**src/trap_unit_pkg.sv**
```systemverilog
// trap_unit_pkg: constants, codes and carrier types of the trap and interrupt entry unit.
// assumes a 32-bit core with 32-bit status words and a 16-level interrupt input.
package trap_unit_pkg;

  // register word offsets on the plain register port
  localparam logic [7:0] OFF_CAUSE = 8'h00;
  localparam logic [7:0] OFF_ORD_PC = 8'h04;
  localparam logic [7:0] OFF_ORD_ST = 8'h08;
  localparam logic [7:0] OFF_FAT_PC = 8'h0C;
  localparam logic [7:0] OFF_FAT_ST = 8'h10;
  localparam logic [7:0] OFF_STATUS = 8'h14;
  localparam logic [7:0] OFF_CTRL = 8'h18;
  localparam logic [7:0] OFF_EVT = 8'h1C;
  localparam logic [7:0] OFF_MASK = 8'h20;

  // status word flag positions and reset value, then the select bit of the control word
  localparam int unsigned DIS_BIT = 12;
  localparam int unsigned EXCPEND_BIT = 14;
  localparam int unsigned FATPEND_BIT = 15;
  localparam logic [31:0] STATUS_RESET = 32'h0000_1000;
  localparam int unsigned HISEL_BIT = 0;

  // event bits of the sticky event register
  localparam int unsigned EVT_ENTRY = 0;
  localparam int unsigned EVT_RETURN = 1;
  localparam int unsigned EVT_SEVERE = 2;
  localparam int unsigned EVT_W = 3;

  // cause codes and handler addresses
  localparam logic [15:0] CAUSE_RESET = 16'hFFF0;
  localparam logic [15:0] CAUSE_NMI = 16'hFFD0;
  localparam logic [15:0] CAUSE_TRAP = 16'hFFA0;
  localparam logic [15:0] CAUSE_INVALID = 16'hFF90;
  localparam logic [15:0] CAUSE_DIVZERO = 16'hFF80;
  localparam logic [15:0] CAUSE_INT = 16'hFE00;
  localparam logic [31:0] VEC_RESET = 32'hFFFF_FFF0;
  localparam logic [31:0] VEC_FATAL = 32'hFFFF_FFE0;
  localparam logic [31:0] VEC_NMI = 32'hFFFF_FFD0;
  localparam logic [31:0] VEC_TRAP = 32'hFFFF_FFA0;
  localparam logic [31:0] VEC_INVALID = 32'hFFFF_FF90;
  localparam logic [31:0] VEC_DIVZERO = 32'hFFFF_FF80;
  localparam logic [31:0] VEC_INT_LO = 32'hFFFF_FE00;
  localparam logic [31:0] VEC_INT_HI = 32'hFE00_0000;

  typedef enum logic [2:0] {
    EV_NONE = 3'h0, EV_RESET = 3'h1, EV_FATAL = 3'h2, EV_NMI = 3'h3,
    EV_INT = 3'h4, EV_TRAP = 3'h5, EV_INVALID = 3'h6, EV_DIVZERO = 3'h7
  } kind_type;

  typedef enum logic [1:0] {
    ST_IDLE = 2'b00, ST_SAVE = 2'b01, ST_JUMP = 2'b11
  } state_type;

  // exception requests raised by the instruction at the boundary
  typedef struct packed {
    logic fatal;
    logic trap;
    logic [4:0] trap_vec;
    logic invalid;
    logic divzero;
  } req_type;

  // the chosen event and how it is to be entered
  typedef struct packed {
    kind_type kind;
    logic [15:0] cause;
    logic [31:0] vector;
    logic to_fatal;
    logic use_next;
    logic write_cause;
  } entry_type;

endpackage

```
**src/event_ranker.sv**
```systemverilog
// event_ranker: picks the highest ranked pending event and decodes its codes.
// assumes all inputs are stable in the cycle the caller samples the result.
`timescale 1ns/10ps
`default_nettype none
module event_ranker import trap_unit_pkg::*; (
  input wire logic reset_pend,
  input wire req_type req,
  input wire logic nmi_req,
  input wire logic int_req,
  input wire logic [3:0] int_level,
  input wire logic [31:0] status,
  input wire logic hi_sel,
  output entry_type sel
);

  // one place for packing an entry
  function automatic entry_type make(input kind_type k, input logic [15:0] c,
                                     input logic [31:0] v, input logic f,
                                     input logic n, input logic w);
    make = '{kind: k, cause: c, vector: v, to_fatal: f, use_next: n, write_cause: w};
  endfunction

  logic nested;
  logic int_ok;
  logic nmi_ok;
  assign nested = status[EXCPEND_BIT];
  // maskable requests wait while any handler is running
  assign int_ok = int_req && !status[DIS_BIT] && !nested && !status[FATPEND_BIT];
  assign nmi_ok = nmi_req && !status[FATPEND_BIT];

  // rank: reset, fatal, nmi, level, then instruction exceptions
  always_comb begin
    sel = make(EV_NONE, 16'h0000, 32'h0000_0000, 1'b0, 1'b0, 1'b0);
    if (reset_pend) begin
      sel = make(EV_RESET, CAUSE_RESET, VEC_RESET, 1'b0, 1'b0, 1'b1);
    end else if (req.fatal) begin
      sel = make(EV_FATAL, 16'h0000, VEC_FATAL, 1'b1, 1'b0, 1'b0);
    end else if (nmi_ok) begin
      sel = make(EV_NMI, CAUSE_NMI, VEC_NMI, 1'b1, 1'b1, 1'b1);
    end else if (int_ok) begin
      sel = make(EV_INT, CAUSE_INT | {8'h00, int_level, 4'h0},
                 (hi_sel ? VEC_INT_HI : VEC_INT_LO) | {24'h0, int_level, 4'h0},
                 1'b0, 1'b1, 1'b1);
    end else if (req.trap) begin
      sel = make(EV_TRAP, CAUSE_TRAP + {11'h000, req.trap_vec},
                 VEC_TRAP + {27'h0, req.trap_vec[4], 4'h0}, nested, 1'b1, 1'b1);
    end else if (req.invalid) begin
      // a second exception while exception-pending is set is a double exception
      sel = make(EV_INVALID, CAUSE_INVALID, nested ? VEC_NMI : VEC_INVALID, nested, 1'b0, 1'b1);
    end else if (req.divzero) begin
      sel = make(EV_DIVZERO, CAUSE_DIVZERO, nested ? VEC_NMI : VEC_DIVZERO, nested, 1'b0, 1'b1);
    end
  end

endmodule
`default_nettype wire

```
**src/trap_entry_unit.sv**
```systemverilog
// trap_entry_unit: exception and interrupt entry, save registers, cause register,
// return from exception, and the software register port with its interrupt.
// assumes the pipeline holds at a boundary while busy is high and obeys redirects.
`timescale 1ns/10ps
`default_nettype none
// Function
// - interrupts are served before ordinary exceptions when both wait
// - a fatal exception beats every interrupt, the non-maskable one too
// - trap writes its code to fatal cause field if pending flag set
// - trap saves pc and status to fatal pair if pending, else ordinary
// - trap sets fatal-pending and disable, or exception-pending and disable
// - trap then jumps to the handler picked by its vector operand
// - codes for invalid opcode, divide by zero and both trap vector groups
// - reset and non-maskable codes and vectors; fatal vectors without code
// - level interrupt code depends on level only, vector on level and address select
// - saved pc is next or current instruction depending on the event
// - maskable levelled and non-maskable requests arrive independently
// - return restores pc and status word from the save registers
module trap_entry_unit import trap_unit_pkg::*; (
  input wire logic clk,
  input wire logic rst_n,
  input wire logic boundary,
  input wire logic [31:0] cur_pc,
  input wire logic [31:0] next_pc,
  input wire req_type req,
  input wire logic ret_req,
  input wire logic nmi_req,
  input wire logic int_req,
  input wire logic [3:0] int_level,
  output logic busy,
  output logic redirect_valid,
  output logic [31:0] redirect_pc,
  output logic [31:0] status_word,
  input wire logic [7:0] addr,
  input wire logic [31:0] wdata,
  input wire logic wr,
  input wire logic rd,
  output logic [31:0] rdata,
  output logic irq
);

  state_type state_q, state_d;
  entry_type entry_q, entry_d, sel;
  logic reset_pend_q, reset_pend_d;
  logic [31:0] src_pc_q, src_pc_d;
  logic [31:0] cause_q, cause_d;
  logic [31:0] ord_pc_q, ord_pc_d, ord_st_q, ord_st_d;
  logic [31:0] fat_pc_q, fat_pc_d, fat_st_q, fat_st_d;
  logic [31:0] status_q, status_d;
  logic hi_sel_q, hi_sel_d;
  logic [EVT_W-1:0] evt_q, evt_d, mask_q, mask_d, evt_set;
  logic [31:0] rdata_q, rdata_d;
  logic [31:0] redir_q, redir_d;
  logic take;
  logic ret_take;

  event_ranker u_rank (
    .reset_pend(reset_pend_q),
    .req(req),
    .nmi_req(nmi_req),
    .int_req(int_req),
    .int_level(int_level),
    .status(status_q),
    .hi_sel(hi_sel_q),
    .sel(sel)
  );

  // entries start only from idle at a boundary; reset entry needs no boundary
  assign take = (state_q == ST_IDLE) && (sel.kind != EV_NONE)
                && (boundary || reset_pend_q);
  assign ret_take = (state_q == ST_IDLE) && boundary && ret_req && !take;
  assign busy = (state_q != ST_IDLE);
  assign redirect_valid = (state_q == ST_JUMP);
  assign redirect_pc = redir_q;
  assign status_word = status_q;
  assign rdata = rdata_q;
  assign irq = |(evt_q & mask_q);

  // register port: bus writes first, hardware updates after so they win
  always_comb begin
    state_d = state_q;
    entry_d = entry_q;
    reset_pend_d = reset_pend_q;
    src_pc_d = src_pc_q;
    cause_d = cause_q;
    ord_pc_d = ord_pc_q;
    ord_st_d = ord_st_q;
    fat_pc_d = fat_pc_q;
    fat_st_d = fat_st_q;
    status_d = status_q;
    hi_sel_d = hi_sel_q;
    mask_d = mask_q;
    redir_d = redir_q;
    evt_set = '0;
    rdata_d = 32'h0000_0000;
    if (wr) begin
      case (addr)
        OFF_ORD_PC: ord_pc_d = wdata;
        OFF_ORD_ST: ord_st_d = wdata;
        OFF_FAT_PC: fat_pc_d = wdata;
        OFF_FAT_ST: fat_st_d = wdata;
        OFF_STATUS: status_d = wdata;
        OFF_CTRL: hi_sel_d = wdata[HISEL_BIT];
        OFF_MASK: mask_d = wdata[EVT_W-1:0];
        default: ;
      endcase
    end
    if (rd) begin
      case (addr)
        OFF_CAUSE: rdata_d = cause_q;
        OFF_ORD_PC: rdata_d = ord_pc_q;
        OFF_ORD_ST: rdata_d = ord_st_q;
        OFF_FAT_PC: rdata_d = fat_pc_q;
        OFF_FAT_ST: rdata_d = fat_st_q;
        OFF_STATUS: rdata_d = status_q;
        OFF_CTRL: rdata_d = {31'h0, hi_sel_q};
        OFF_EVT: rdata_d = {29'h0, evt_q};
        OFF_MASK: rdata_d = {29'h0, mask_q};
        default: rdata_d = 32'h0000_0000;
      endcase
    end
    case (state_q)
      ST_IDLE: begin
        if (take) begin
          entry_d = sel;
          reset_pend_d = 1'b0;
          src_pc_d = sel.use_next ? next_pc : cur_pc;
          state_d = ST_SAVE;
        end else if (ret_take) begin
          // the fatal pair is live while a fatal-level handler runs
          redir_d = status_q[FATPEND_BIT] ? fat_pc_q : ord_pc_q;
          status_d = status_q[FATPEND_BIT] ? fat_st_q : ord_st_q;
          evt_set[EVT_RETURN] = 1'b1;
          state_d = ST_JUMP;
        end
      end
      ST_SAVE: begin
        // save, code and flags land together; nothing can split them
        if (entry_q.kind == EV_RESET) begin
          status_d = STATUS_RESET;
        end else if (entry_q.to_fatal) begin
          fat_pc_d = src_pc_q;
          fat_st_d = status_q;
          status_d[FATPEND_BIT] = 1'b1;
          status_d[DIS_BIT] = 1'b1;
        end else begin
          ord_pc_d = src_pc_q;
          ord_st_d = status_q;
          status_d[EXCPEND_BIT] = 1'b1;
          status_d[DIS_BIT] = 1'b1;
        end
        if (entry_q.write_cause && entry_q.to_fatal) begin
          cause_d[31:16] = entry_q.cause;
        end else if (entry_q.write_cause) begin
          cause_d[15:0] = entry_q.cause;
        end
        redir_d = entry_q.vector;
        evt_set[EVT_ENTRY] = 1'b1;
        evt_set[EVT_SEVERE] = entry_q.to_fatal;
        state_d = ST_JUMP;
      end
      ST_JUMP: state_d = ST_IDLE;
      default: state_d = ST_IDLE;
    endcase
    // write one to clear; a new event in the same cycle keeps its bit
    evt_d = evt_q;
    if (wr && (addr == OFF_EVT)) begin
      evt_d = evt_q & ~wdata[EVT_W-1:0];
    end
    evt_d = evt_d | evt_set;
  end

  // state registers; reset starts the reset entry sequence
  always_ff @(posedge clk) begin
    if (!rst_n) begin
      state_q <= ST_IDLE;
      entry_q <= '0;
      reset_pend_q <= 1'b1;
      src_pc_q <= 32'h0000_0000;
      cause_q <= 32'h0000_0000;
      ord_pc_q <= 32'h0000_0000;
      ord_st_q <= 32'h0000_0000;
      fat_pc_q <= 32'h0000_0000;
      fat_st_q <= 32'h0000_0000;
      status_q <= STATUS_RESET;
      hi_sel_q <= 1'b0;
      evt_q <= '0;
      mask_q <= '0;
      rdata_q <= 32'h0000_0000;
      redir_q <= 32'h0000_0000;
    end else begin
      state_q <= state_d;
      entry_q <= entry_d;
      reset_pend_q <= reset_pend_d;
      src_pc_q <= src_pc_d;
      cause_q <= cause_d;
      ord_pc_q <= ord_pc_d;
      ord_st_q <= ord_st_d;
      fat_pc_q <= fat_pc_d;
      fat_st_q <= fat_st_d;
      status_q <= status_d;
      hi_sel_q <= hi_sel_d;
      evt_q <= evt_d;
      mask_q <= mask_d;
      rdata_q <= rdata_d;
      redir_q <= redir_d;
    end
  end
endmodule
`default_nettype wire

```
**config.mk**
```make
export PLATFORM = sky130hd
export DESIGN_NAME = trap_entry_unit
export DESIGN_NICKNAME = d
export VERILOG_FILES = /design/src/trap_unit_pkg.sv /design/src/event_ranker.sv /design/src/trap_entry_unit.sv
export SDC_FILE = /design/constraint.sdc
export NUM_CORES = 1
export LEC_CHECK = 0
export BUFFER_PORTS_ARGS = -buffer_cell sky130_fd_sc_hd__buf_2
export CAP_MARGIN = 40
export CORE_ASPECT_RATIO = 1.2
export CORE_MARGIN = 3
export CORE_UTILIZATION = 55
export CTS_CLUSTER_DIAMETER = 40
export DETAILED_ROUTE_END_ITERATION = 6
export GPL_TIMING_DRIVEN = 0
export PLACE_DENSITY_LB_ADDON = 0.05
export SLEW_MARGIN = 20
export SYNTH_ARGS = -nofsm -noshare
export SYNTH_HDL_FRONTEND = slang
export SYNTH_HIERARCHICAL = 1
export SYNTH_SLANG_ARGS = --single-unit
```
**constraint.sdc**
```tcl
create_clock -name clk -period 3 [get_ports clk]
set_clock_uncertainty 0.05 [all_clocks]
set_input_delay 0.45 -clock clk [delete_from_list [all_inputs] [get_ports clk]]
set_output_delay 0.45 -clock clk [all_outputs]
set_load 0.05 [all_outputs]
```
==> reports/metrics.csv, run 1 <==
stage,metric,value,unit
hold_path,Hold Crit Class,in2reg,
routing,via count,17300,
placed_design,hpwl dp,48700,um
sta,setup_tns,0,ns
layout,Layout area overhead,22.5,%
global_route,met3 usage,11.3,%
power,Gate power share,17.9,%
global_route,GR Util met2,64.8,%
worst_setup_path,CP required,3.40,ns
power,Tot Pwr,0.0138,W
logic_synthesis,Post-synth EDFFs,0,
global_route,vias in the first global route,16500,
routing,Routed WL,67300,um
layout,share of cells above drive strength 1,20.4,%
global_route,M1 GR Usage,49.8,%
worst_setup_path,reg2reg end,src_pc_q[11],
sta,fin crit period,2.96,ns
worst_setup_path,crit path launch type,flip-flop,
clock_tree,CTS tree,done,
clock_tree,Worst-Skew Late Latency,0.55,ns
sta,worst setup margin,0.0359,ns
hold_path,WHS Path Cells,3,
layout,most common library cell in the layout ignoring fill and taps,nand2_1,
sta,Slew @ Worst Pin,0.791,ns
layout,most frequent cells in the layout,"478 x nand2_1, 348 x dfxtp_1, 266 x buf_2",
outcome,status,finished with violations,
flow_run,Max-Cap Viols,0,
outcome,failing checks,design-rule violations,
power,clock group share of total power,41.5,%
power,switching share of power,31.2,%
worst_setup_path,crit end category,flip-flop,
sta,highest clock rate,0.337,GHz
routing,WL/cell,24.9,um
clock_tree,hold buffers post-CTS,0,
power,pwr dens,693,mW/mm^2
clock_tree,clk root buf,clkbuf_16,
logic_synthesis,Yosys reg bits,351,
routing,Vias per Instance,6.42,
clock_tree,Worst-path clk slew,0.06,ns
placed_design,port bufs,221,
floorplanning,Die X,163,um
worst_setup_path,CP max FO,10,
sta,Slew HR,46.9,%
global_route,final global-route overflow total,0,
logic_synthesis,Main synth FF type,dfxtp_1,
logic_synthesis,"FFs w/ async S/R, synth",0,%
placed_design,Final Wtd Congestion,1.00,
sta,"Setup violations, final",0,
sta,Slew Limit Fails,0,
global_route,initial antenna violation count,3,
power,P_sw,0.00431,W
sta,crit share post-route,98.8,%
worst_setup_path,r2r setup slk,0.04,ns
floorplanning,Core ar.,0.0289,sq mm
global_route,first-pass GRT wire length,99200,um
sta,Fin. Hold Viols,0,
power,peak supply drop,0.000533,V
hold_path,hold path startpoint,wdata[28],
clock_tree,Sink Count,351,
layout,"Net count, final",2402,
logic_synthesis,synth warn,6,
floorplanning,initial core utilization,56.2,%
power,sequential power share,40.6,%
global_route,largest net degree at the start of global routing,17,
logic_synthesis,Cells after Synth,1991,
sta,RSZ-0062 raised after global routing,false,
logic_synthesis,"Seq/Total Area, Yosys",43.2,%
logic_synthesis,post-synthesis cell type count,65,
clock_tree,H-tree depth,2,
floorplanning,die footprint,0.0316,sq mm
clock_tree,clock buffer depth,3,
placed_design,pre-CTS WS,-0.940,ns
floorplanning,# rows,68,
floorplanning,DIE HEIGHT,194,um
power,Leak,7.61,nW
routing,Routed Antenna Nets,0,
clock_tree,CTS Buf Count,44,
power,internal power,0.00949,W
placed_design,placed cells,2603,
worst_setup_path,CP Data Arrival Time,3.37,ns
worst_setup_path,Critical R2R Launch,status_word[14],
worst_setup_path,CP Class,reg2reg,
global_route,gr busiest metal,met2,
layout,post-layout util,68.8,%
layout,final cell count without fillers,2696,
routing,drt drc,6,
routing,drt pass-1 iters,7,
logic_synthesis,Syn Area/Cell,8.16,sq um
routing,initial drt markers,2144,
floorplanning,IO Pins,224,
hold_path,hold endpoint,fat_pc_q[28],
worst_setup_path,R2R depth,9,
global_route,Total GRT Usage,40.8,%
logic_synthesis,Netlist Area Pre-Place,0.0162,sq mm
==> worst max-delay path: stages (launching register included) <==
cell,delay [ns]
dfxtp_4,0.43
or4b_4,0.61
a21oi_1,0.17
o21ai_1,0.14
or3_4,0.43
o211a_1,0.12
clkbuf_4,0.24
buf_6,0.22
buf_2,0.22
a211oi_1,0.23
==> cells by family (layout without fill, tap and decap cells) <==
logic type      count (synthesis)  after routing  share of synthesized area, %
other cells                     1              5                        0.0231
flops                         351            351                          43.2
compound gates                596            596                          23.2
buf+inv                       226            542                          6.35
simple gates                  682            682                          18.0
mux                           135            135                          9.13
==> Yosys cell counts (10+ instances only) <==
| cell | instances | area share (%) |
|---|---|---|
| a311oi_1 | 16 | 0.86 |
| mux4_2 | 10 | 1.4 |
| a21oi_1 | 105 | 3.2 |
| o21ai_0 | 114 | 3.5 |
| o31ai_1 | 33 | 1.5 |
| a211oi_1 | 64 | 3.0 |
| buf_4 | 34 | 1.6 |
| nor2b_1 | 36 | 1.4 |
| o22ai_1 | 55 | 2.1 |
| inv_1 | 16 | 0.37 |
| clkbuf_1 | 121 | 2.8 |
| buf_1 | 11 | 0.25 |
| a31oi_1 | 114 | 4.4 |
| a22oi_1 | 44 | 2.0 |
| buf_2 | 42 | 1.3 |
| nand3_1 | 16 | 0.49 |
| nand2_1 | 478 | 11 |
| nor2_1 | 95 | 2.2 |
| o2bb2ai_1 | 20 | 1.1 |
| mux2i_1 | 119 | 7.3 |
| dfxtp_1 | 351 | 43 |
==> power groups by stage <==
stage               Clock [W]  Combinational [W]  Sequential (W)
detailed placement          0            0.00230         0.00566
global placement            0            0.00224         0.00564
floorplan                   0            0.00138         0.00567
global route          0.00589            0.00264         0.00563
CTS                   0.00569            0.00239         0.00557
finish                0.00573            0.00247         0.00560
==> per-stage QoR <==
stage	instance area [sq um]	hold WS, ns
final	19900	0.153
after global routing	19900	0.158
after CTS	19800	0.149
after detailed placement	17900	0.395
after global placement	17800	0.383
after floorplan	16300	0.375
==> how the worst max path moves through the flow <==
stage,startpoint,slack [ns],end,cells after the start
2_1_floorplan,status_word[14],0.14,status_word[12],8
3_3_place_gp,status_word[14],-0.87,redirect_pc[28],8
3_5_place_dp,status_word[14],-0.94,redirect_pc[28],8
4_1_cts,status_word[14],0.02,redirect_pc[1],10
5_1_grt,status_word[14],0.008,src_pc_q[13],9
6_report,status_word[14],0.04,src_pc_q[11],9
==> layout make-up <==
class	count	area, sq um
Multi-Input combinational cell	1417	8490
Antenna cell	1	2.50
Clock buffer	57	1220
Timing Repair Buffer	239	1270
Tap cell	385	482
Clock inverter	22	340
Inverter	17	63.8
Buffer	207	1000
Sequential cell	351	7030
Fill cell	2490	9020
==> state kept, by name, indices dropped and copies added (netlist names) <==
signal / cells
rdata: 32
ord_st_q: 32
ord_pc_q: 32
evt_q: 3
mask_q: 3
state_q: 2
cause_q: 32
hi_sel_q: 1
fat_st_q: 32
reset_pend_q: 1
fat_pc_q: 32
entry_q: 53
status_word: 32
src_pc_q: 32
redirect_pc: 32
==> metal layers <==
metal / up-vias / wire, um
met1: 8119 / 24300
li1: 7636 / -
met4: 4 / 4420
met5: - / 25
met2: 1237 / 30400
met3: 318 / 8060
==> what timing repair did <==
item | CTS | global route
setup endpoints to repair | 148 | 63
setup buffers | 9 | 0
pin swaps | 7 | 0
resized for setup | 73 | 10
Power figures use the tool's default switching activity.
==> inputs of run 2 (changes only) <==
--- a/config.mk
+++ b/config.mk
@@ -14,6 +14,8 @@
 export DETAILED_ROUTE_END_ITERATION = 6
 export GPL_TIMING_DRIVEN = 0
 export PLACE_DENSITY_LB_ADDON = 0.05
+export REMOVE_ABC_BUFFERS = 1
+export SKIP_LAST_GASP = 1
 export SLEW_MARGIN = 20
 export SYNTH_ARGS = -nofsm -noshare
 export SYNTH_HDL_FRONTEND = slang
==> run 2 against run 1 <==
Compared with the run above:
- the flow now finishes without violations
- combinational power decreased by 6%
- maximum frequency increased by 0.97%
- critical path type unchanged
- first-iteration DRC count decreased by 12%
- critical endpoint is now redirect_pc[22]
==> reports/metrics.csv, run 2 (synthesized netlist as in run 1, its figures left out) <==
stage,metric,value,unit,change
worst_setup_path,CP startpoint,status_word[15],,was status_word[14]
floorplanning,DIE HEIGHT,194,um,unchanged
global_route,final global-route overflow total,0,,unchanged
placed_design,hpwl dp,36700,um,was 48700 um
sta,Slew Limit Fails,0,,unchanged
power,Tot Pwr,0.0134,W,was 0.0138 W
sta,Fin. Hold Viols,0,,unchanged
sta,"Setup violations, final",0,,unchanged
worst_setup_path,"delay-heaviest family, CP",simple AND/OR/NAND/NOR gates,,unchanged
worst_setup_path,crit path launch type,flip-flop,,unchanged
global_route,vias in the first global route,15300,,was 16500
layout,share of cells above drive strength 1,19.9,%,was 20.4%
worst_setup_path,CP bufs+invs,4,,was 3
clock_tree,CTS tree,done,,unchanged
hold_path,Hold Crit Class,in2reg,,unchanged
clock_tree,hold buffers post-CTS,0,,unchanged
routing,via count,16200,,was 17300
worst_setup_path,CP Data Arrival Time,3.33,ns,was 3.37 ns
clock_tree,Sink Count,351,,unchanged
worst_setup_path,CP most frequent cell,buf_6,,
worst_setup_path,CP endpoint,redirect_pc[22],,was src_pc_q[11]
flow_run,Max-Cap Viols,0,,unchanged
worst_setup_path,CP required,3.39,ns,was 3.40 ns
worst_setup_path,r2r setup slk,0.06,ns,was 0.04 ns
worst_setup_path,R2R depth,11,,was 9
sta,Hold Slack,0.166,ns,was 0.153 ns
clock_tree,clock buffer depth,3,,unchanged
floorplanning,die footprint,0.0316,sq mm,unchanged
global_route,first-pass GRT wire length,87000,um,was 99200 um
sta,RSZ-0062 raised after global routing,true,,was false
worst_setup_path,CP max FO,22,,was 10
layout,"Net count, final",2256,,was 2402
layout,# fillers,2441,,was 2490
floorplanning,initial core utilization,56.2,%,unchanged
clock_tree,Worst-path clk slew,0.06,ns,about the same
routing,initial drt markers,1879,,was 2144
floorplanning,Die X,163,um,unchanged
clock_tree,clk root buf,clkbuf_16,,unchanged
worst_setup_path,crit-path cells,buf_16 > or4b_4 > a21oi_2 > o21ai_2 > or3_4 > nor4_4 > buf_6 > buf_12 > buf_6 > nor2_1 > o31ai_1,,was or4b_4 > a21oi_1 > o21ai_1 > or3_4 > o211a_1 > clkbuf_4 > buf_6 > buf_2 > a211oi_1
sta,setup_tns,0,ns,unchanged
sta,Slew @ Worst Pin,0.889,ns,was 0.791 ns
routing,Vias per Instance,6.35,,was 6.42
worst_setup_path,CP peak stage delay,0.56,ns,was 0.61 ns
floorplanning,IO Pins,224,,unchanged
power,Leak,7.51,nW,was 7.61 nW
outcome,status,"complete, no violations",,was finished with violations
worst_setup_path,reg2reg end,redirect_pc[22],,was src_pc_q[11]
floorplanning,# rows,68,,unchanged
layout,fin area,0.0197,sq mm,was 0.0199 sq mm
worst_setup_path,Critical R2R Launch,status_word[15],,was status_word[14]
placed_design,Final Wtd Congestion,0.868,,was 1.00
layout,number of flip-flops in the largest register,53,,unchanged
sta,fin crit period,2.94,ns,was 2.96 ns
power,pwr dens,681,mW/mm^2,was 693 mW/mm^2
sta,crit share post-route,97.9,%,was 98.8%
layout,Layout area overhead,21.3,%,was 22.5%
worst_setup_path,Crit-path slowest cell,or4b_4,,unchanged
routing,Routed Antenna Nets,0,,unchanged
routing,Routed WL,57500,um,was 67300 um
clock_tree,Worst-Skew Late Latency,0.54,ns,was 0.55 ns
placed_design,port bufs,223,,was 221
sta,highest clock rate,0.341,GHz,was 0.337 GHz
layout,Largest Register,entry_q,,unchanged
clock_tree,CTS Buf Count,43,,was 44
layout,most common library cell in the layout ignoring fill and taps,nand2_1,,unchanged
power,peak supply drop,0.000520,V,was 0.000533 V
global_route,largest net degree at the start of global routing,79,,was 17
routing,drt pass-1 iters,6,,was 7
global_route,initial antenna violation count,1,,was 3
sta,Slew HR,40.3,%,was 46.9%
placed_design,DP Area,0.0179,sq mm,about the same
layout,most frequent cells in the layout,"473 x nand2_1, 348 x dfxtp_1, 226 x buf_2",,"was 478 x nand2_1, 348 x dfxtp_1, 266 x buf_2"
global_route,Total GRT Usage,34.5,%,was 40.8%
floorplanning,Core ar.,0.0289,sq mm,unchanged
clock_tree,H-tree depth,2,,unchanged
routing,drt drc,0,,was 6
worst_setup_path,CP Class,reg2reg,,unchanged
worst_setup_path,critical path depth,11,,was 9
worst_setup_path,crit end category,flip-flop,,unchanged
routing,WL/cell,22.5,um,was 24.9 um
==> run 2: changes by cell type in the layout (fill, tap and decap cells not counted), moves of 9 or more <==
cell	delta
buf_6	+11
a211oi_2	-13
clkbuf_2	-13
buf_4	-19
clkbuf_1	-107
buf_16	+15
a211oi_4	-17
buf_2	-40
a211oi_1	+30
buf_12	+9
==> run 2: worst reg2reg max path, cell delays in order, from the launching register on <==
cell and delay, ns:
dfxtp_4 0.36, buf_16 0.16, or4b_4 0.58, a21oi_2 0.15, o21ai_2 0.08, or3_4 0.44
nor4_4 0.29, buf_6 0.22, buf_12 0.12, buf_6 0.13, nor2_1 0.05, o31ai_1 0.22
==> run 2: how the worst min path moves through the flow <==
stage	start	endpoint	cells after the start
floorplan	entry_q[3]	redirect_pc[0]	2
CTS	wdata[22]	ord_st_q[22]	3
global route	wdata[22]	fat_st_q[22]	3
global placement	entry_q[3]	redirect_pc[0]	2
detailed placement	entry_q[29]	redirect_pc[26]	2
finish	wdata[22]	ord_st_q[22]	3
==> run 2: repair_timing <==
item                                    4_1_cts  5_1_grt
endpoints found under the setup margin      133       73
setup buffers                                 6       12
pin swaps                                     4        4
cloned                                        1        2
gates resized for setup                       5        7
==> run 2: stage by stage <==
stage | utilization (%) | setup WS (ns) | cells
after floorplan | - | -3.30 | 1785
after global placement | 58.4 | -7.60 | 2393
after detailed placement | 62.0 | -0.883 | 2451
after CTS | 67.6 | -0.0146 | 2535
after global routing | 68.1 | -0.0176 | 2550
final | 68.1 | 0.0642 | 2551
==> run 2: final cells by class <==
cell class	instances	area, sq um	area share [%]
repair buffers	300	2250	11.4
diodes	2	5.00	0.0254
clock buffers	50	1140	5.79
flip-flops and latches	351	7030	35.7
clock inverters	28	389	1.97
inverters	17	68.8	0.349
well taps	385	482	2.44
multi-input cells	1418	8350	42.3
==> run 2: routing by layer <==
metal / up-vias / share of wire (%) / GRT usage (%)
met3: 214 / 9.8 / 5.36
li1: 7373 / - / -
met5: - / 0 / 0
met1: 7650 / 39 / 46.4
met4: 0 / 5.4 / 17.3
met2: 961 / 45 / 53.9
==> run 2: power by group <==
part	leakage [nW]	total [W]	switching [W]	internal (W)
sequential	2.86	0.00553	0.000377	0.00515
clock	0.749	0.00558	0.00213	0.00345
combinational	3.90	0.00232	0.00148	0.000840
==> inputs of run 3 (changes only) <==
--- a/config.mk
+++ b/config.mk
@@ -5,6 +5,7 @@
 export SDC_FILE = /design/constraint.sdc
 export NUM_CORES = 1
 export LEC_CHECK = 0
+export ABC_AREA = 1
 export BUFFER_PORTS_ARGS = -buffer_cell sky130_fd_sc_hd__buf_2
 export CAP_MARGIN = 40
 export CORE_ASPECT_RATIO = 1.2
==> run 3 against run 2 <==
Compared with the run above:
- the run now ends with design-rule violations left
- first-iteration DRC count increased by 31%
- global-route usage grew 2.0 points
- register-to-register slack gained 0.07 ns
- clock power is 10% higher
- non-clock buffer count down 19
- die area grew 9.5%
- combinational power rose by 90%
- design area up 8.7%
- largest cell class unchanged
- critical path depth grew 5
- core utilization down 0.61 points
==> reports/metrics.csv, run 3 <==
stage,metric,value,unit,change
floorplanning,die footprint,0.0347,sq mm,was 0.0316 sq mm
placed_design,port bufs,223,,unchanged
routing,drt pass-1 iters,7,,was 6
routing,drt drc,1,,was 0
power,Gate power share,26.9,%,was 17.3%
clock_tree,H-tree depth,2,,unchanged
clock_tree,clock buffer depth,3,,unchanged
routing,initial drt markers,2453,,was 1879
outcome,failing checks,design-rule violations,,
power,switching share of power,34.8,%,was 29.7%
floorplanning,# rows,71,,was 68
clock_tree,Sink Count,351,,unchanged
logic_synthesis,synth warn,6,,unchanged
sta,highest clock rate,0.349,GHz,was 0.341 GHz
worst_setup_path,CP Class,reg2reg,,unchanged
hold_path,hold path startpoint,cur_pc[25],,was wdata[22]
sta,crit share post-route,95.6,%,was 97.9%
sta,fin crit period,2.87,ns,was 2.94 ns
power,P_sw,0.00572,W,was 0.00399 W
layout,most common library cell in the layout ignoring fill and taps,nand2_1,,unchanged
outcome,status,finished with violations,,"was complete, no violations"
hold_path,WHS Path Cells,3,,unchanged
global_route,initial antenna violation count,1,,unchanged
clock_tree,Worst-Skew Late Latency,0.57,ns,was 0.54 ns
logic_synthesis,post-synth top area share,39.4,%,was 43.2%
logic_synthesis,Syn Area/Cell,6.50,sq um,was 8.16 sq um
floorplanning,initial core utilization,56.3,%,was 56.2%
worst_setup_path,crit-path cells,nor2_4 > nand3_2 > nand2_1 > nand2_1 > nand2_1 > nand2_1 > nor2_1 > nand2_1 > nand3_4 > buf_16 > nand2_2 > nand2_4 > inv_4 > buf_12 > nor2_1 > nor2_1,,was buf_16 > or4b_4 > a21oi_2 > o21ai_2 > or3_4 > nor4_4 > buf_6 > buf_12 > buf_6 > nor2_1 > o31ai_1
layout,Layout area overhead,20.0,%,was 21.3%
floorplanning,Core ar.,0.0317,sq mm,was 0.0289 sq mm
sta,RSZ-0062 raised after global routing,true,,unchanged
logic_synthesis,Post-synth top cells,"759 x nand2_1, 420 x nand3_1, 351 x dfxtp_1",,"was 478 x nand2_1, 351 x dfxtp_1, 121 x clkbuf_1"
logic_synthesis,Post-synth EDFFs,0,,unchanged
layout,number of flip-flops in the largest register,53,,unchanged
floorplanning,Die X,170,um,was 163 um
worst_setup_path,CP Data Arrival Time,3.27,ns,was 3.33 ns
layout,Largest Register,entry_q,,unchanged
clock_tree,CTS tree,done,,unchanged
logic_synthesis,Cells after Synth,2745,,was 1991
floorplanning,DIE HEIGHT,203,um,was 194 um
routing,Routed WL,65100,um,was 57500 um
routing,via count,19300,,was 16200
logic_synthesis,Main synth FF type,dfxtp_1,,unchanged
worst_setup_path,crit end category,flip-flop,,unchanged
worst_setup_path,"delay-heaviest family, CP",simple AND/OR/NAND/NOR gates,,unchanged
routing,WL/cell,19.7,um,was 22.5 um
clock_tree,clk root buf,clkbuf_16,,unchanged
layout,most frequent cells in the layout,"750 x nand2_1, 420 x nand3_1, 350 x dfxtp_1",,"was 473 x nand2_1, 348 x dfxtp_1, 226 x buf_2"
logic_synthesis,Netlist Area Pre-Place,0.0179,sq mm,was 0.0162 sq mm
global_route,final global-route overflow total,0,,unchanged
layout,# fillers,2818,,was 2441
layout,share of cells above drive strength 1,15.0,%,was 19.9%
hold_path,hold endpoint,src_pc_q[25],,was ord_st_q[22]
sta,worst setup margin,0.132,ns,was 0.0642 ns
worst_setup_path,CP most frequent cell,nand2_1,,was buf_6
sta,Slew HR,44.2,%,was 40.3%
power,sequential power share,35.7,%,was 41.2%
hold_path,Hold Crit Class,in2reg,,unchanged
global_route,first-pass GRT wire length,99600,um,was 87000 um
worst_setup_path,R2R depth,16,,was 11
worst_setup_path,Crit-path slowest cell,dfxtp_1,,was or4b_4
logic_synthesis,largest cells by area after synthesis,"dfxtp_1 39%, nand2_1 16%, nand3_1 12%",,"was dfxtp_1 43%, nand2_1 11%, mux2i_1 7.3%"
placed_design,Final Wtd Congestion,0.890,,was 0.868
sta,Slew @ Worst Pin,0.837,ns,was 0.889 ns
placed_design,DP Area,0.0195,sq mm,was 0.0179 sq mm
clock_tree,CTS Buf Count,48,,was 43
power,Leak,10.3,nW,was 7.51 nW
worst_setup_path,CP bufs+invs,3,,was 4
sta,"Setup violations, final",0,,unchanged
clock_tree,Worst-path clk slew,0.06,ns,about the same
worst_setup_path,CP max FO,50,,was 22
worst_setup_path,CP required,3.40,ns,was 3.39 ns
sta,Slew Limit Fails,0,,unchanged
logic_synthesis,cell with the most instances after synthesis,nand2_1,,unchanged
logic_synthesis,cell taking the most area after synthesis,dfxtp_1,,unchanged
sta,setup_tns,0,ns,unchanged
worst_setup_path,r2r setup slk,0.13,ns,was 0.06 ns
power,internal power,0.0107,W,was 0.00944 W
worst_setup_path,CP startpoint,status_word[12],,was status_word[15]
power,pwr dens,767,mW/mm^2,was 681 mW/mm^2
power,clock group share of total power,37.4,%,was 41.6%
worst_setup_path,CP peak stage delay,0.38,ns,was 0.56 ns
logic_synthesis,post-synthesis cell type count,36,,was 65
logic_synthesis,"Seq/Total Area, Yosys",39.4,%,was 43.2%
placed_design,pre-CTS WS,-0.649,ns,was -0.883 ns
worst_setup_path,reg2reg end,redirect_pc[15],,was redirect_pc[22]
placed_design,hpwl dp,39900,um,was 36700 um
routing,Vias per Instance,5.82,,was 6.35
logic_synthesis,Yosys reg bits,351,,unchanged
power,peak supply drop,0.000609,V,was 0.000520 V
flow_run,Max-Cap Viols,0,,unchanged
routing,Routed Antenna Nets,0,,unchanged
sta,Hold Slack,0.120,ns,was 0.166 ns
logic_synthesis,"FFs w/ async S/R, synth",0,%,unchanged
global_route,vias in the first global route,17900,,was 15300
global_route,largest net degree at the start of global routing,98,,was 79
clock_tree,hold buffers post-CTS,0,,unchanged
sta,Fin. Hold Viols,0,,unchanged
worst_setup_path,Critical R2R Launch,status_word[12],,was status_word[15]
layout,fin area,0.0214,sq mm,was 0.0197 sq mm
worst_setup_path,crit path launch type,flip-flop,,unchanged
floorplanning,IO Pins,224,,unchanged
global_route,Total GRT Usage,36.6,%,was 34.5%
layout,"Net count, final",2989,,was 2256
-- run 3: changes by cell type after synthesis, moves of 31 or more --
cell	previous run	this run
nand3_1	16	420
inv_1	16	302
nand2_1	478	759
o21ai_0	114	203
a31oi_1	114	31
mux2i_1	119	36
nor2_1	95	174
a211oi_1	64	0
o22ai_1	55	8
a22oi_1	44	0
nor2b_1	36	0
o31ai_1	33	0
a21oi_1	105	137
o21ai_1	8	39
-- run 3: cell type report --
class                           instances  area [sq um]  share of cell area [%]
Clock inverter                         25           339                    1.58
Tap cell                              401           502                    2.34
Multi-Input combinational cell       1866          8680                    40.5
Timing Repair Buffer                  281          2250                    10.5
Sequential cell                       351          7030                    32.8
Inverter                              316          1200                    5.61
Clock buffer                           64          1410                    6.60
Antenna cell                            1          2.50                  0.0117
-- run 3: power groups by stage --
| stage | combinational [W] | clock, W | sequential [W] |
|---|---|---|---|
| final | 0.00441 | 0.00615 | 0.00587 |
| after global routing | 0.00481 | 0.00641 | 0.00595 |
| after CTS | 0.00433 | 0.00618 | 0.00585 |
| after detailed placement | 0.00425 | 0 | 0.00596 |
| after global placement | 0.00400 | 0 | 0.00596 |
| after floorplan | 0.00232 | 0 | 0.00631 |
-- run 3: kinds of logic after synthesis --
family | synth area share, %
buf+inv | 12.7
flops | 39.4
simple gates | 33.6
other cells | 0.0210
compound gates | 12.3
mux | 2.02
-- run 3: worst max path at each step --
| stage | end | cells after the start | slack (ns) |
|---|---|---|---|
| after floorplan | ord_pc_q[31] | 7 | -2.57 |
| after global placement | ord_pc_q[31] | 7 | -8.97 |
| after detailed placement | fat_st_q[25] | 11 | -0.65 |
| after CTS | redirect_pc[31] | 16 | 0.09 |
| after global routing | redirect_pc[31] | 15 | -0.004 |
| final | redirect_pc[15] | 16 | 0.13 |
-- run 3: metrics by stage --
stage          power [W]  cells  util (%)
6_report          0.0164   3305      67.5
5_1_grt           0.0172   3305      67.5
4_1_cts           0.0164   3299      67.3
3_5_place_dp      0.0102   3205      61.5
3_3_place_gp     0.00996   3157      58.0
2_1_floorplan    0.00862   2533         -
-- run 3: routing by layer --
metal  wire (um)  global-route usage [%]  vias to the layer above  share of wire [%]
li1            -                       -                     9000                  -
met1       25000                    47.1                     8708                 38
met2       29000                    58.8                     1261                 45
met3        7470                    6.67                      282                 11
met4        3640                    18.4                        0                5.6
met5           0                       0                        -                  0
-- run 3: repair_timing --
action                                  CTS  global route
pin swaps                                 2             1
resized for setup                         4             3
buffers inserted                          5             3
cloned                                    0             0
endpoints found under the setup margin  124            63
-- run 3: tightest hold or removal path: stages --
cell and delay (ns):
buf_2 0.07, mux2i_1 0.05, a21oi_1 0.12
